`src/hdl/sei_pkg.sv`:
```
package sei_pkg;

	// clock and watchdog time base
	localparam int CLK_PERIOD_NS  = 10;
	localparam int WD_UNIT_NS     = 1000000;                    // one watchdog unit is 1 ms
	localparam int WD_UNIT_CYCLES = WD_UNIT_NS / CLK_PERIOD_NS;

	// position layout
	localparam int STEP_BITS = 13;                              // 8192 steps per revolution
	localparam int REV_BITS  = 15;                              // 0 .. 32767 revolutions
	localparam int POS_BITS  = STEP_BITS + REV_BITS;

	// byte offsets inside the input telegram, high byte of each word first
	localparam int FRAME_BYTES = 11;
	localparam int OFS_CAMS    = 0;
	localparam int OFS_STATUS  = 2;
	localparam int OFS_SPEED   = 4;
	localparam int OFS_REV     = 6;
	localparam int OFS_STEP    = 8;
	localparam int OFS_SAFE    = 10;

	// field positions
	localparam int CAMS_OVF_BIT      = 0;
	localparam int STAT_PRESET_BIT   = 0;
	localparam int STAT_PRESET_ERR   = 15;
	localparam int SS_PARAMS_OK      = 0;
	localparam int SS_DEV_FAULT      = 1;
	localparam int SS_CKSUM_ERR      = 2;
	localparam int SS_WD_EXPIRED     = 3;
	localparam int SS_FAILSAFE       = 4;
	localparam int SS_TOGGLE         = 5;
	localparam int SS_SEQ_RESET      = 6;
	localparam int SS_RESERVED       = 7;

	// speed limits of the signed 16-bit word
	localparam logic [15:0] SPEED_MAX = 16'h7fff;
	localparam logic [15:0] SPEED_MIN = 16'h8000;

	// values after reset
	localparam logic [15:0] SPEED_RST  = 16'h0000;
	localparam logic [7:0]  SAFE_RST   = 8'h00;

	// output buffer
	localparam int FIFO_DEPTH = 8;

	// one telegram byte on its way to the link
	typedef struct packed {
		logic       last;
		logic [7:0] data;
	} sei_byte_t;

	// events reported by the receive side for one host telegram
	typedef struct packed {
		logic valid;
		logic seq_error;
		logic crc_error;
		logic param_crc_error;
	} sei_rx_evt_t;

	typedef enum {SEI_IDLE, SEI_SEND} sei_tx_state_t;

endpackage : sei_pkg

```
`src/hdl/sei_top.sv`:
```
`timescale 1ns/1ps
module sei_top #(
	parameter int WD_UNIT_CYC = sei_pkg::WD_UNIT_CYCLES
) (
	input  wire logic                          clock,
	input  wire logic                          reset,
	input  wire logic [sei_pkg::POS_BITS-1:0]  position,
	input  wire logic                          dir_backward,
	input  wire logic                          integ_tick,
	input  wire logic [15:0]                   watchdog_interval,
	input  wire sei_pkg::sei_rx_evt_t          rx_evt,
	input  wire logic                          param_unlock,
	input  wire logic                          preset_done,
	input  wire logic                          preset_pending,
	input  wire logic                          preset_error,
	input  wire logic                          window_exceeded,
	input  wire logic                          telegram_defect,
	input  wire logic                          seq_counter_cleared,
	input  wire logic                          frame_req,
	output logic [7:0]                         tx_data,
	output logic                               tx_last,
	output logic                               tx_valid,
	input  wire logic                          tx_ready,
	output logic [15:0]                        speed_word,
	output logic [7:0]                         safety_status_byte,
	output logic                               param_error,
	output logic                               startup_blocked,
	output logic                               frame_busy
);
	logic [sei_pkg::POS_BITS-1:0] pos_prev_r;
	logic [15:0]                  speed_r;
	logic                         ovf_r;
	logic [sei_pkg::POS_BITS-1:0] delta;
	logic signed [28:0]           delta_s;
	logic signed [28:0]           speed_s;
	logic                         params_accepted_r;
	logic                         dev_fault_r;
	logic                         cksum_err_r;
	logic                         watchdog_expired_r;
	logic                         toggle_r;
	logic                         seq_counter_reset_r;
	logic                         param_error_r;
	logic                         failsafe_active;
	logic [31:0]                  prescale_r;
	logic [15:0]                  wd_units_r;
	logic                         wd_unit_tick;
	logic                         wd_fire;
	logic [7:0]                   frame_r [sei_pkg::FRAME_BYTES];
	logic [3:0]                   idx_r;
	sei_pkg::sei_tx_state_t       state_r;
	sei_pkg::sei_byte_t           push_byte;
	sei_pkg::sei_byte_t           pop_byte;
	logic                         push_valid;
	logic                         push_ready;
	logic                         frame_start;
	logic [15:0]                  rev_word;
	logic [15:0]                  step_word;
	logic [15:0]                  cams_word;
	logic [15:0]                  stat_word;
	logic [15:0]                  spd_word;

	// high or low byte of a word, used for every word of the frame
	function automatic logic [7:0] word_byte(input logic [15:0] w, input logic high);
		word_byte = high ? w[15:8] : w[7:0];
	endfunction : word_byte

	// signed increment since the last integration tick; modulo arithmetic keeps
	// a wrap of the absolute position from looking like a huge jump
	assign delta   = position - pos_prev_r;
	assign delta_s = {delta[sei_pkg::POS_BITS-1], delta};
	assign speed_s = dir_backward ? 29'(-delta_s) : delta_s;

	// speed sampled once per integration interval, saturating at the limits
	always_ff @(posedge clock) begin
		if (reset) begin
			pos_prev_r <= '0;
			speed_r    <= sei_pkg::SPEED_RST;
			ovf_r      <= 1'b0;
		end else if (integ_tick) begin
			pos_prev_r <= position;
			if (speed_s > 29'sd32767) begin
				speed_r <= sei_pkg::SPEED_MAX;
				ovf_r   <= 1'b1;
			end else if (speed_s < -29'sd32768) begin
				speed_r <= sei_pkg::SPEED_MIN;
				ovf_r   <= 1'b1;
			end else begin
				speed_r <= speed_s[15:0];
				ovf_r   <= 1'b0;
			end
		end
	end

	// preset acceptance: held while the unlock stays set, set wins over clear
	always_ff @(posedge clock) begin
		if (reset) begin
			params_accepted_r <= 1'b0;
		end else if (preset_done && param_unlock) begin
			params_accepted_r <= 1'b1;
		end else if (!param_unlock) begin
			params_accepted_r <= 1'b0;
		end
	end

	// fatal faults latch; only a power cycle (reset) releases them
	always_ff @(posedge clock) begin
		if (reset) begin
			dev_fault_r        <= 1'b0;
			watchdog_expired_r <= 1'b0;
			param_error_r      <= 1'b0;
		end else begin
			if (window_exceeded || telegram_defect) dev_fault_r <= 1'b1;
			if (wd_fire) watchdog_expired_r <= 1'b1;
			if (rx_evt.param_crc_error) param_error_r <= 1'b1;
		end
	end

	// communication flags: an error in the same cycle as a clean telegram wins
	always_ff @(posedge clock) begin
		if (reset) begin
			cksum_err_r <= 1'b0;
		end else if (rx_evt.seq_error || rx_evt.crc_error || rx_evt.param_crc_error) begin
			cksum_err_r <= 1'b1;
		end else if (rx_evt.valid) begin
			cksum_err_r <= 1'b0;
		end
	end

	// counter-reset indication lasts until the next valid telegram
	always_ff @(posedge clock) begin
		if (reset) begin
			seq_counter_reset_r <= 1'b0;
		end else if (seq_counter_cleared) begin
			seq_counter_reset_r <= 1'b1;
		end else if (rx_evt.valid) begin
			seq_counter_reset_r <= 1'b0;
		end
	end

	// toggle flips on each valid host telegram, keeping both counters in step
	always_ff @(posedge clock) begin
		if (reset) begin
			toggle_r <= 1'b0;
		end else if (rx_evt.valid) begin
			toggle_r <= !toggle_r;
		end
	end

	// watchdog time base; a zero interval means the watchdog is not yet armed
	assign wd_unit_tick = (prescale_r == 32'(WD_UNIT_CYC - 1));
	assign wd_fire      = (watchdog_interval != 16'h0000) && (wd_units_r >= watchdog_interval)
	                      && !rx_evt.valid;
	always_ff @(posedge clock) begin
		if (reset || rx_evt.valid) begin
			prescale_r <= '0;
			wd_units_r <= '0;
		end else begin
			prescale_r <= wd_unit_tick ? 32'h0000_0000 : prescale_r + 32'h0000_0001;
			if (wd_unit_tick && wd_units_r != 16'hffff) wd_units_r <= wd_units_r + 16'h0001;
		end
	end

	// fail-safe follows the latched device fault and watchdog expiry, so it too holds until reset
	assign failsafe_active = dev_fault_r || watchdog_expired_r;

	// safe status byte, top bit tied low
	always_ff @(posedge clock) begin
		if (reset) begin
			safety_status_byte <= sei_pkg::SAFE_RST;
		end else begin
			safety_status_byte[sei_pkg::SS_PARAMS_OK]  <= params_accepted_r;
			safety_status_byte[sei_pkg::SS_DEV_FAULT]  <= dev_fault_r;
			safety_status_byte[sei_pkg::SS_CKSUM_ERR]  <= cksum_err_r;
			safety_status_byte[sei_pkg::SS_WD_EXPIRED] <= watchdog_expired_r;
			safety_status_byte[sei_pkg::SS_FAILSAFE]   <= failsafe_active;
			safety_status_byte[sei_pkg::SS_TOGGLE]     <= toggle_r;
			safety_status_byte[sei_pkg::SS_SEQ_RESET]  <= seq_counter_reset_r;
			safety_status_byte[sei_pkg::SS_RESERVED]   <= 1'b0;
		end
	end

	// data words of the frame; passivated data is all zero while fail-safe
	assign rev_word  = failsafe_active ? 16'h0000 :
	                   {1'b0, pos_prev_r[sei_pkg::POS_BITS-1 -: sei_pkg::REV_BITS]};
	assign step_word = failsafe_active ? 16'h0000 :
	                   {3'b000, pos_prev_r[sei_pkg::STEP_BITS-1:0]};
	assign spd_word  = failsafe_active ? 16'h0000 : speed_r;
	assign cams_word = failsafe_active ? 16'h0000 : {15'h0000, ovf_r};
	assign stat_word = failsafe_active ? 16'h0000 :
	                   {preset_error, 14'h0000, preset_pending};

	// snapshot of a whole frame so the words never tear across bytes
	assign frame_start = frame_req && (state_r == sei_pkg::SEI_IDLE);
	always_ff @(posedge clock) begin
		if (frame_start) begin
			frame_r[sei_pkg::OFS_CAMS]     <= word_byte(cams_word, 1'b1);
			frame_r[sei_pkg::OFS_CAMS+1]   <= word_byte(cams_word, 1'b0);
			frame_r[sei_pkg::OFS_STATUS]   <= word_byte(stat_word, 1'b1);
			frame_r[sei_pkg::OFS_STATUS+1] <= word_byte(stat_word, 1'b0);
			frame_r[sei_pkg::OFS_SPEED]    <= word_byte(spd_word, 1'b1);
			frame_r[sei_pkg::OFS_SPEED+1]  <= word_byte(spd_word, 1'b0);
			frame_r[sei_pkg::OFS_REV]      <= word_byte(rev_word, 1'b1);
			frame_r[sei_pkg::OFS_REV+1]    <= word_byte(rev_word, 1'b0);
			frame_r[sei_pkg::OFS_STEP]     <= word_byte(step_word, 1'b1);
			frame_r[sei_pkg::OFS_STEP+1]   <= word_byte(step_word, 1'b0);
			frame_r[sei_pkg::OFS_SAFE]     <= safety_status_byte;
		end
	end

	// serializer; a request during a frame is ignored, the buffer stalls it
	always_ff @(posedge clock) begin
		if (reset) begin
			state_r <= sei_pkg::SEI_IDLE;
			idx_r   <= 4'h0;
		end else begin
			unique case (state_r)
				sei_pkg::SEI_IDLE: begin
					idx_r <= 4'h0;
					if (frame_start) state_r <= sei_pkg::SEI_SEND;
				end
				sei_pkg::SEI_SEND: begin
					if (push_ready) begin
						idx_r <= idx_r + 4'h1;
						if (idx_r == 4'(sei_pkg::FRAME_BYTES - 1)) state_r <= sei_pkg::SEI_IDLE;
					end
				end
			endcase
		end
	end

	assign push_valid     = (state_r == sei_pkg::SEI_SEND);
	assign push_byte.data = frame_r[idx_r];
	assign push_byte.last = (idx_r == 4'(sei_pkg::FRAME_BYTES - 1));

	// buffer decouples frame assembly from link timing
	sei_fifo #(
		.WIDTH ($bits(sei_pkg::sei_byte_t)),
		.DEPTH (sei_pkg::FIFO_DEPTH)
	) u_fifo (
		.clock     (clock),
		.reset     (reset),
		.in_data   (push_byte),
		.in_valid  (push_valid),
		.in_ready  (push_ready),
		.out_data  (pop_byte),
		.out_valid (tx_valid),
		.out_ready (tx_ready)
	);

	assign tx_data         = pop_byte.data;
	assign tx_last         = pop_byte.last;
	assign speed_word      = speed_r;
	assign param_error     = param_error_r;
	assign startup_blocked = param_error_r;
	assign frame_busy      = (state_r == sei_pkg::SEI_SEND);
endmodule : sei_top

```
`src/hdl/sei_fifo.sv`:
```
`timescale 1ns/1ps
module sei_fifo #(
	parameter int WIDTH = 9,
	parameter int DEPTH = 8
) (
	input  wire logic             clock,
	input  wire logic             reset,
	input  wire logic [WIDTH-1:0] in_data,
	input  wire logic             in_valid,
	output logic                  in_ready,
	output logic      [WIDTH-1:0] out_data,
	output logic                  out_valid,
	input  wire logic             out_ready
);
	localparam int AW = $clog2(DEPTH);

	logic [WIDTH-1:0] mem_r [DEPTH];
	logic [AW-1:0]    wr_r;
	logic [AW-1:0]    rd_r;
	logic [AW:0]      count_r;
	logic             push;
	logic             pop;

	// honest flags straight from the fill count
	assign in_ready  = (count_r != (AW+1)'(DEPTH));
	assign out_valid = (count_r != '0);
	assign out_data  = mem_r[rd_r];
	assign push      = in_valid && in_ready;
	assign pop       = out_valid && out_ready;

	// storage, written only on an accepted push
	always_ff @(posedge clock) begin
		if (push) begin
			mem_r[wr_r] <= in_data;
		end
	end

	// pointers wrap by index; depth is a power of two here
	always_ff @(posedge clock) begin
		if (reset) begin
			wr_r    <= '0;
			rd_r    <= '0;
			count_r <= '0;
		end else begin
			if (push) wr_r <= wr_r + 1'b1;
			if (pop) rd_r <= rd_r + 1'b1;
			if (push && !pop) count_r <= count_r + 1'b1;
			else if (pop && !push) count_r <= count_r - 1'b1;
		end
	end
endmodule : sei_fifo

```
`config.mk`:
```
export PLATFORM = sky130hd
export DESIGN_NAME = sei_top
export DESIGN_NICKNAME = d
export VERILOG_FILES = /design/src/hdl/sei_pkg.sv /design/src/hdl/sei_top.sv /design/src/hdl/sei_fifo.sv
export SDC_FILE = /design/constraint.sdc
export NUM_CORES = 1
export LEC_CHECK = 0
export BUFFER_PORTS_ARGS = -buffer_cell sky130_fd_sc_hd__buf_2
export CAP_MARGIN = 20
export CELL_PAD_IN_SITES_DETAIL_PLACEMENT = 1
export CELL_PAD_IN_SITES_GLOBAL_PLACEMENT = 2
export CORE_ASPECT_RATIO = 1.4
export CORE_MARGIN = 1.5
export CORE_UTILIZATION = 44
export CTS_BUF_LIST = sky130_fd_sc_hd__clkbuf_2
export DETAILED_ROUTE_END_ITERATION = 8
export HOLD_SLACK_MARGIN = 0.12
export PLACE_DENSITY = 0.95
export RECOVER_POWER = 100
export SLEW_MARGIN = 20
export SYNTH_ARGS = -nofsm -noshare
export SYNTH_HDL_FRONTEND = slang
export SYNTH_HIERARCHICAL = 1
export SYNTH_SLANG_ARGS = --single-unit
```
`constraint.sdc`:
```
create_clock -name clock -period 8.6 [get_ports clock]
set_clock_uncertainty 0.1 [all_clocks]
set_input_delay 0.86 -clock clock [delete_from_list [all_inputs] [get_ports clock]]
set_output_delay 0.86 -clock clock [all_outputs]
set_load 0.02 [all_outputs]
```
Word-level counts from Yosys, hierarchy flattened
Memory sizes are Yosys's and may differ from the RTL's. A register that Yosys moved wholly into a read port is not among the register bits.
Cells that the tools add are included.
Storage, ports and cells
  register bits: 154
  bits in writable memories: 160
  bits of input ports: 61
  output and inout bits: 37
  word-level logic and storage cells: 101
  memories kept: 2
Memories
  frame_r: words 11, bits a word 8, read ports 1, clocked after Yosys merged registers in 1, wr ports 11, line sei_top.sv:48  | logic [7:0] frame_r [sei_pkg::FRAME_BYTES];
  u_fifo.mem_r: words 8, bits a word 9, read ports 1, clocked after Yosys merged registers in 1, wr ports 1, line sei_fifo.sv:17  | logic [WIDTH-1:0] mem_r [DEPTH];
Cells by class
  add/sub/neg operators: 9
  $lt $le $gt $ge: 3
  equality and inequality tests: 10
  muxes and demuxes: 31
  reductions and logical operators: 27
Operators by type and width (number)
  $mux 32: 3
  $logic_not 32->1: 2
  $mux 16: 4
  $pmux 32 s2: 1
  $add 32x1->32 const B: 1
  $eq 32x1->1 const B: 1
  $eq 32x17->1 const B: 1
  $eq 32x2->1 const B: 1
  $gt 29x16->1 const B: 1
  $lt 29x16->1 const B: 1
  $mux 29: 1
  $neg 28->29: 1
  $sub 28x28->28: 1
  $mux 4: 5
  $add 16x1->16 const B: 1
  $ge 16x16->1: 1
  $ne 16x16->1 const B: 1
  $reduce_bool 16->1: 1
  $mux 15: 1
  $mux 13: 1
  $mux 1: 12
  $logic_and 1x1->1: 9
  $add 4x1->4 const B: 2
  $pmux 4 s2: 1
  other kinds (13): 26

Depth between registers and ports, before layout
Gate-level depths: netlist (run 1).
  depth after elaboration: 6
  gate-level depth with buffers: 18
  mapped depth without buffers: 16

Cells and area by module
The synthesis (run 1) kept the hierarchy.
Modules (own cells, without submodules)
  sei_top: times used 1, cells an instance 1171, area each 10407.5 um^2, seq. area each 3943.8 um^2
  sei_fifo: times used 1, cells an instance 177, area each 3420.8 um^2, seq. area each 2422.3 um^2

Worst setup path before layout (run 1)
OpenSTA, ideal clock, no wires.
  path type: in2reg
  from: in position[0] in the netlist's numbering
  to: reg speed_r[10], in the netlist speed_word[10]
  library setup time: 140 ps
  arrival time: 4512 ps
  data required time: 8360 ps
  path slack: 3848 ps
  stages on the path: 17
  path buffers: 1
  cells stage by stage: inv_1 -> ha_1 -> inv_1 -> fa_1 -> a211oi_2 -> o211ai_1 -> a21oi_2 -> nor2_1 -> or4_4 -> a211oi_4 -> nand3_1 -> o31a_1 -> o22ai_1 -> o2111ai_1 -> o31ai_4 -> buf_6 -> a211oi_2
On the way
  longest elaborated chain between the ends: 6
  elaborated cells between the ends (all ways): 7
  those cells by class: add/sub (2); order compare (2); mux (3)
Ends and longest elaborated chain
  from (decl): line sei_top.sv:7  | input wire logic [sei_pkg::POS_BITS-1:0] position,
  $sub 28x28->28 (*): line sei_top.sv:69  | assign delta = position - pos_prev_r;
  $neg 28->29: line sei_top.sv:71  | assign speed_s = dir_backward ? 29'(-delta_s) : delta_s;
  $mux 29 (*): line sei_top.sv:71
  $lt 29x16->1: line sei_top.sv:84  | end else if (speed_s < -29'sd32768) begin
  $mux 16: line sei_top.sv:84
  $mux 16 (*): line sei_top.sv:81  | if (speed_s > 29'sd32767) begin
  to (signal assigned): line sei_top.sv:82  | speed_r <= sei_pkg::SPEED_MAX;
  to (signal assigned): line sei_top.sv:85  | speed_r <= sei_pkg::SPEED_MIN;
  to (signal assigned): line sei_top.sv:88  | speed_r <= speed_s[15:0];
  to (decl): line sei_top.sv:31  | logic [15:0] speed_r;
Mark *: on every way between the ends. The rest lies on a longest branch, timed or not.
A chain may end at the register's enable or synchronous reset.

Worst setup path after layout (run 1)
  from: in position[0] in the netlist's numbering
  to: reg speed_r[13], in the netlist speed_word[13]
The elaborated chain is that of the path after synthesis.

==> metrics.txt, run 1 <==
Comb power frac=24.3%; Clock Pin Slew Worst Setup and Hold Paths=0.11 ns; layout cells sized above 1=13.6%; fmax=~160 MHz; critical path type=in2reg; final worst slack=between 2 and 3 ns; netlist area before placement=roughly 0.014 mm2; mean post-synth cell area=around 10 um2; Die X=around 150 um; Largest stage delay, worst path=0.75 ns; # port buffers=96; maximum clock insertion buffer count=3; FF+latch count, synth=roughly 260; CP max-delay cell=nor2_1; RSZ-0062 raised after global routing=no; Post-synth ARST share=0%; slew margin rel.=-147%; P per Cell Area=a little under 200 mW/mm2; Pint=2.00 mW; DIE HEIGHT=213 um; crit path DAT=approximately 6.6 ns; Routed Antenna Nets=0; Die ar.=0.0325 mm2; CTS Root Cell=clkbuf_2; Post-synth EDFFs=126; drt pass-1 iters=5; Hold Buf Count CTS=40; Power Total=roughly 3.0 mW; top post-synthesis cells by area=edfxtp_1, dfxtp_1, ha_1; Hold Crit Depth=3; CTS Buf Count=between 60 and 70; nets=1599; total gr overflow=0; Worst Tran Pin Value=approximately 3.7 ns; Sum Neg Setup Slack=0 ns; Synth Warn #=6; pre-CTS setup slack=2.60 ns; failing checks=capacitance limit, slew limit; final setup fails=0; CP Launch Type=primary input; status=complete, but fails checks; max_cap viols=6; vias=between 10000 and 15000; Synth Area in XOR/XNOR=5.07%; Synth Area in Simple Gates=18.4%; starting DRC count in detailed routing=416; multi-input logic area=roughly 0.007 mm2; CTS H-tree depth=2; Resized cells post-CTS=0; hold slack=roughly 0.2 ns; Layout fillers=3585; Seq pwr share=47.3%; Levels on crit path=18; R2R setup slack=~2.7 ns; initial antenna violation count=2; Worst Path Max Fanout=16; static leakage=5.68 nW; dpl cells=between 1500 and 2000; adder-cell area share of the yosys netlist=under 10%; NetSw=~1.0 mW; clock share of power=about 28%; setup bufs post-CTS=0; Routed Wire Length=38600 um; top-count cell post-synth=nor2_1; Top cell by count, worst path=o22ai_1; Top FF cell, synth=dfxtp_1; Netlist cell types=93; Core ar.=roughly 0.03 mm2; clock tree from TritonCTS=done; # IOs=98; commonest cells in the netlist=nor2_1, dfxtp_1, edfxtp_1; WL/cell=around 20 um; post-route clock period utilization=70.8%; clk_lat worst skew=0.95 ns; Initial Utilization=between 40% and 50%; fin. max-slew vios=165; worst r2r src=pos_prev_r[0]; pin count of the biggest net entering global routing=70; register area share after synthesis=around 46%; crit path buf inv count=4; Final GP Congestion=just over 0.9; Tmin final=about 6 ns; via/cell ratio=5.69; worst min-delay path class=in2reg; estimated wirelength of the detail-placed design=approximately 29000 um; Gate Count Post-Synth=roughly 1300; Switching Fraction=~34%; multiplexer share of the synthesized area=roughly 8.5%; Critical Path RT=roughly 9 ns; Total GRT Usage=a little under a quarter; top cell type's share of synthesized area=27.4%; fin cells=about 1900; first-pass GRT wire length=61200 um; Crit path max-delay family=compound AO/OA/AOI/OAI gates; Worst R2R Path Depth=15; Hold Startpoint=tx_ready; Rows=76; largest area contributor in the netlist=edfxtp_1; CP Capture Type=register; DRC viols=0; Compound-Gate Fraction of Synth Area=between 10% and 20%; Worst VDD drop=~0.097 mV; reg-to-reg endpoint=speed_word[13]; largest family of logic cells by synthesized area=simple AND/OR/NAND/NOR gates; Layout area overhead=11.4%; CTS sink count=255; Syn Nets=approximately 1500; Hold Violations, Final=0; vias in the first global route=roughly 12000; FF+latch area=around 0.0064 mm2; CP cell instances=dlygate4sd3_1 -> clkbuf_1 -> inv_1 -> ha_1 -> inv_1 -> fa_1 -> a211oi_1 -> o21a_1 -> o22ai_1 -> o22ai_1 -> nand4_1 -> nor2_1 -> nand3_1 -> o31a_1 -> o22ai_1 -> o2111ai_1 -> o31ai_4 -> a211oi_1
## routing by layer
layer	wire [um]	global-route usage [%]	vias to the layer above
li1	-	-	5222
met3	1200	2.68	89
met5	0	0	-
met1	14800	25.2	5399
met4	1570	12.1	0
met2	21000	45.9	249
## worst min-delay path: cells and delay by family
family | cells | cell delay, ns
AOI/OAI and AO/OA | 1 | 0.08
and+or+nand+nor | 1 | 0.08
buffers and inverters | 1 | 0.13
## per-stage QoR
step / util, % / cell area [um2]
floorplan: - / 13800
global placement: 47.2 / 14500
detailed placement: 47.2 / 14500
CTS: 50.5 / 15600
global route: 50.0 / 15400
finish: 50.0 / 15400
## area by class of cell
class	count	area share, %
Sequential cell	255	41.3
Clock buffer	96	3.12
Timing Repair Buffer	142	5.58
Inverter	64	1.56
Tap cell	390	3.17
Clock inverter	19	0.861
Multi-Input combinational cell	959	44.4
Antenna cell	1	0.0162
## state kept, by name, summed over array words and instances (netlist names), 3 cells and up, named ones only
name and count:
u_fifo/rd_r 3, idx_r 4, prescale_r 32, frame_r 54, speed_word 16, u_fifo/count_r 4, pos_prev_r 28, wd_units_r 16
u_fifo/wr_r 3, safety_status_byte 7, u_fifo/mem_r 72
## placed cells by master, fill, tap and decap left out, types with 46 or more instances in the layout
cell type and n:
nand3_1 46, nand2_1 98, dfxtp_1 129, buf_2 58, edfxtp_1 126, inv_1 64, nor3_1 52, ha_1 53
nor2_1 157, clkbuf_2 96
## how the worst max path moves through the flow
stage                           start  slack [ns]        endpoint
after floorplan           position[0]        3.85  speed_word[10]
after global placement    position[0]        2.75   speed_word[0]
after detailed placement  position[0]        2.60   speed_word[1]
after CTS                 position[0]        3.00  speed_word[14]
after global routing      position[0]        2.27           ovf_r
final                     position[0]        2.52  speed_word[13]
## cell families (layout without fill, tap and decap cells)
family,after synthesis,in the layout
fa+ha+maj,55,55
buf+inv,134,321
other cells,1,2
mux,79,79
xor+xnor,80,80
compound gates,233,233
simple gates,511,511
flops,255,255
## power by group through the flow
stage	Sequential, mW	Combinational, mW	Clock (mW)
3_5_place_dp	1.46	0.737	0
6_report	1.43	0.735	0.856
4_1_cts	1.43	0.756	0.887
5_1_grt	1.44	0.801	0.939
2_1_floorplan	1.41	0.574	0
3_3_place_gp	1.45	0.714	0
No activity file was read; power rests on OpenSTA's default activity.
==> run 2, diff against run 1 <==
--- a/config.mk
+++ b/config.mk
@@ -11,11 +11,11 @@
 export CELL_PAD_IN_SITES_GLOBAL_PLACEMENT = 2
 export CORE_ASPECT_RATIO = 1.4
 export CORE_MARGIN = 1.5
-export CORE_UTILIZATION = 44
+export CORE_UTILIZATION = 41
 export CTS_BUF_LIST = sky130_fd_sc_hd__clkbuf_2
 export DETAILED_ROUTE_END_ITERATION = 8
 export HOLD_SLACK_MARGIN = 0.12
-export PLACE_DENSITY = 0.95
+export PLACE_DENSITY = 0.94
 export RECOVER_POWER = 100
 export SLEW_MARGIN = 20
 export SYNTH_ARGS = -nofsm -noshare
==> constraint.sdc (replaced) <==
create_clock -name clock -period 5.9 [get_ports clock]
set_clock_uncertainty 0.1 [all_clocks]
set_input_delay 0.59 -clock clock [delete_from_list [all_inputs] [get_ports clock]]
set_output_delay 0.59 -clock clock [all_outputs]
set_load 0.02 [all_outputs]
==> run 2 against run 1 <==
  * The flow still finishes with violations (capacitance limit, slew limit)
  * Critical path depth is 2 lower
  * Core utilization fell by 2.9 points
  * Via count down 0.16%
  * Cell count grew 3.4%
  * Final area grew 1.5%
  * Clock power increased by 51%
  * Register-to-register slack worse by 2.2 ns
  * Non-clock buffer count is 13 higher
  * Largest cell class unchanged
==> metrics.txt, run 2 (synthesis results as in run 1) <==
layout cells sized above 1=13.7% (was 13.6%); multi-input logic area=0.00686 mm2 (was 0.00684 mm2); commonest non-fill, non-tap cell in the layout=nor2_1 (unchanged); CTS Root Cell=clkbuf_2 (unchanged); Initial Utilization=41.6% (was 44.9%); Rows=79 (was 76); critical path type=reg2reg (was in2reg); Routed Wire Length=38500 um (was 38600 um); setup bufs post-CTS=0 (unchanged); fin. max-slew vios=151 (was 165); vias=10900 (was 11000); CP cell instances=ha_1 -> inv_1 -> fa_1 -> a211oi_2 -> o211ai_1 -> a21oi_2 -> o21ai_0 -> xor2_1 -> nor2_1 -> nand3_1 -> o31a_1 -> o22ai_1 -> o2111ai_1 -> o31ai_4 -> buf_4 -> a211oi_1 (was dlygate4sd3_1 -> clkbuf_1 -> inv_1 -> ha_1 -> inv_1 -> fa_1 -> a211oi_1 -> o21a_1 -> o22ai_1 -> o22ai_1 -> nand4_1 -> nor2_1 -> nand3_1 -> o31a_1 -> o22ai_1 -> o2111ai_1 -> o31ai_4 -> a211oi_1); Resized cells post-CTS=0 (unchanged); starting DRC count in detailed routing=383 (was 416); failing checks=capacitance limit, slew limit (unchanged); CTS H-tree depth=2 (unchanged); Core ar.=0.0332 mm2 (was 0.0308 mm2); Worst VDD drop=0.222 mV (was 0.0975 mV); Total GRT Usage=22.4% (was 23.7%); worst min-delay path class=in2reg (unchanged); Sum Neg Setup Slack=0 ns (unchanged); GR peak layer=met2 (unchanged); # port buffers=96 (unchanged); Clock Pin Slew Worst Setup and Hold Paths=0.11 ns (about the same); Largest stage delay, worst path=0.64 ns (was 0.75 ns); DRC viols=0 (unchanged); Critical Path RT=6.47 ns (was 9.12 ns); final core occ=47.1% (was 50.0%); WL/cell=19.3 um (was 20.1 um); drt pass-1 iters=4 (was 5); GRT met3 Usage=3.29% (was 2.68%); total gr overflow=0 (unchanged); Largest register FFs=72 (unchanged); post-route clock period utilization=between 90 and 100%; status=complete, but fails checks (unchanged); CP Capture Type=register (unchanged); Final GP Congestion=0.904 (was 0.916); Largest regs=u_fifo/mem_r: 72 flops, frame_r: 54 flops, prescale_r: 32 flops (unchanged); estimated wirelength of the detail-placed design=28700 um (was 28600 um); clock tree from TritonCTS=done (unchanged); Die X=158 um (was 153 um); initial antenna violation count=2 (unchanged); Routed Antenna Nets=0 (unchanged); crit path buf inv count=2 (was 4); pin count of the biggest net entering global routing=56 (was 70); Layout area overhead=13.1% (was 11.4%); maximum clock insertion buffer count=3 (unchanged); static leakage=5.75 nW (was 5.68 nW); P per Cell Area=284 mW/mm2 (was 196 mW/mm2); crit path DAT=5.96 ns (was 6.60 ns); CTS sink count=255 (unchanged); vias in the first global route=11600 (about the same); Crit path max-delay family=compound AO/OA/AOI/OAI gates (unchanged); final setup fails=0 (unchanged); met1 Resource Use GR=23.7% (was 25.2%); Worst Tran Pin Value=2.95 ns (was 3.70 ns); Tmin final=5.39 ns; RSZ-0062 raised after global routing=no (unchanged); Die ar.=0.0349 mm2 (was 0.0325 mm2); nets=1611 (was 1599); Most flops, register=u_fifo/mem_r (unchanged); CP Launch Type=register (was primary input); clk_lat worst skew=0.93 ns (was 0.95 ns); Hold Buf Count CTS=47 (was 40); slew margin rel.=-96.7% (was -147%); Worst Path Max Fanout=13 (was 16); met2 Use GR=42.6% (was 45.9%); fmax=around 190 MHz; first-pass GRT wire length=60400 um (was 61200 um); DIE HEIGHT=220 um (was 213 um); most frequent cells in the layout=nor2_1, dfxtp_1, edfxtp_1 (unchanged); max_cap viols=6 (unchanged); Layout fillers=3814 (was 3585); # IOs=98 (unchanged); FF+latch area=0.00637 mm2 (unchanged); via/cell ratio=5.50 (was 5.69); CTS Buf Count=60 (was 61); Hold Violations, Final=0 (unchanged); hold slack=0.270 ns (was 0.200 ns); CP max-delay cell=nor2_1 (unchanged)
[run 2: cell types whose count changed in the layout (fill, tap and decap cells not counted), sizes merged]
| cell | change |
|---|---|
| bufinv | +2 |
| dlygate4sd3 | +7 |
| inv | +1 |
| clkbuf | -17 |
| buf | +7 |
| clkinv | +10 |
[run 2: final cells by class]
class                           instances  share of cell area, %
Clock inverter                         32                   1.50
Tap cell                              445                   3.56
Inverter                               64                   1.54
Timing Repair Buffer                  155                   6.24
Clock buffer                           80                   2.56
Sequential cell                       255                   40.7
Multi-Input combinational cell        959                   43.9
Antenna cell                            1                 0.0160
[run 2: metal layers]
| layer | vias up | part of all wire [%] |
|---|---|---|
| li1 | 5245 | - |
| met1 | 5362 | 38 |
| met2 | 234 | 54 |
| met3 | 99 | 3.3 |
| met4 | 2 | 4.5 |
| met5 | - | 0.042 |
[run 2: worst paths after layout]
path	startpoint	endpoint	slack, ns	cells past startpoint
setup reg to reg	pos_prev_r[0]	speed_word[11]	0.51	16
hold / removal	dir_backward	speed_word[10]	0.27	5
hold reg to reg	safety_status_byte[4]	frame_r[10][4]	0.36	0
setup / recovery	pos_prev_r[0]	speed_word[11]	0.51	16
[run 2: tightest hold or removal path, cell delays in order]
cell	delay, ns
buf_2	0.28
nand2_1	0.15
xnor2_1	0.07
nand2_1	0.07
a211oi_2	0.07
[run 2: metrics by stage]
stage,instances,cell area (um2),power (mW),setup slack [ns]
2_1_floorplan,1348,13800,2.90,1.42
3_3_place_gp,1831,14700,3.16,0.560
3_5_place_dp,1831,14700,3.19,0.332
4_1_cts,1990,15800,4.52,0.654
5_1_grt,1991,15600,4.69,0.168
6_report,1991,15600,4.44,0.513
[run 2: power breakdown]
group / internal [mW] / leakage [nW] / switching [mW] / total [mW]
registers: 1.96 / 2.17 / 0.114 / 2.07
logic: 0.437 / 3.12 / 0.644 / 1.08
clock network: 0.557 / 0.457 / 0.732 / 1.29
total: 2.95 / 5.75 / 1.49 / 4.44
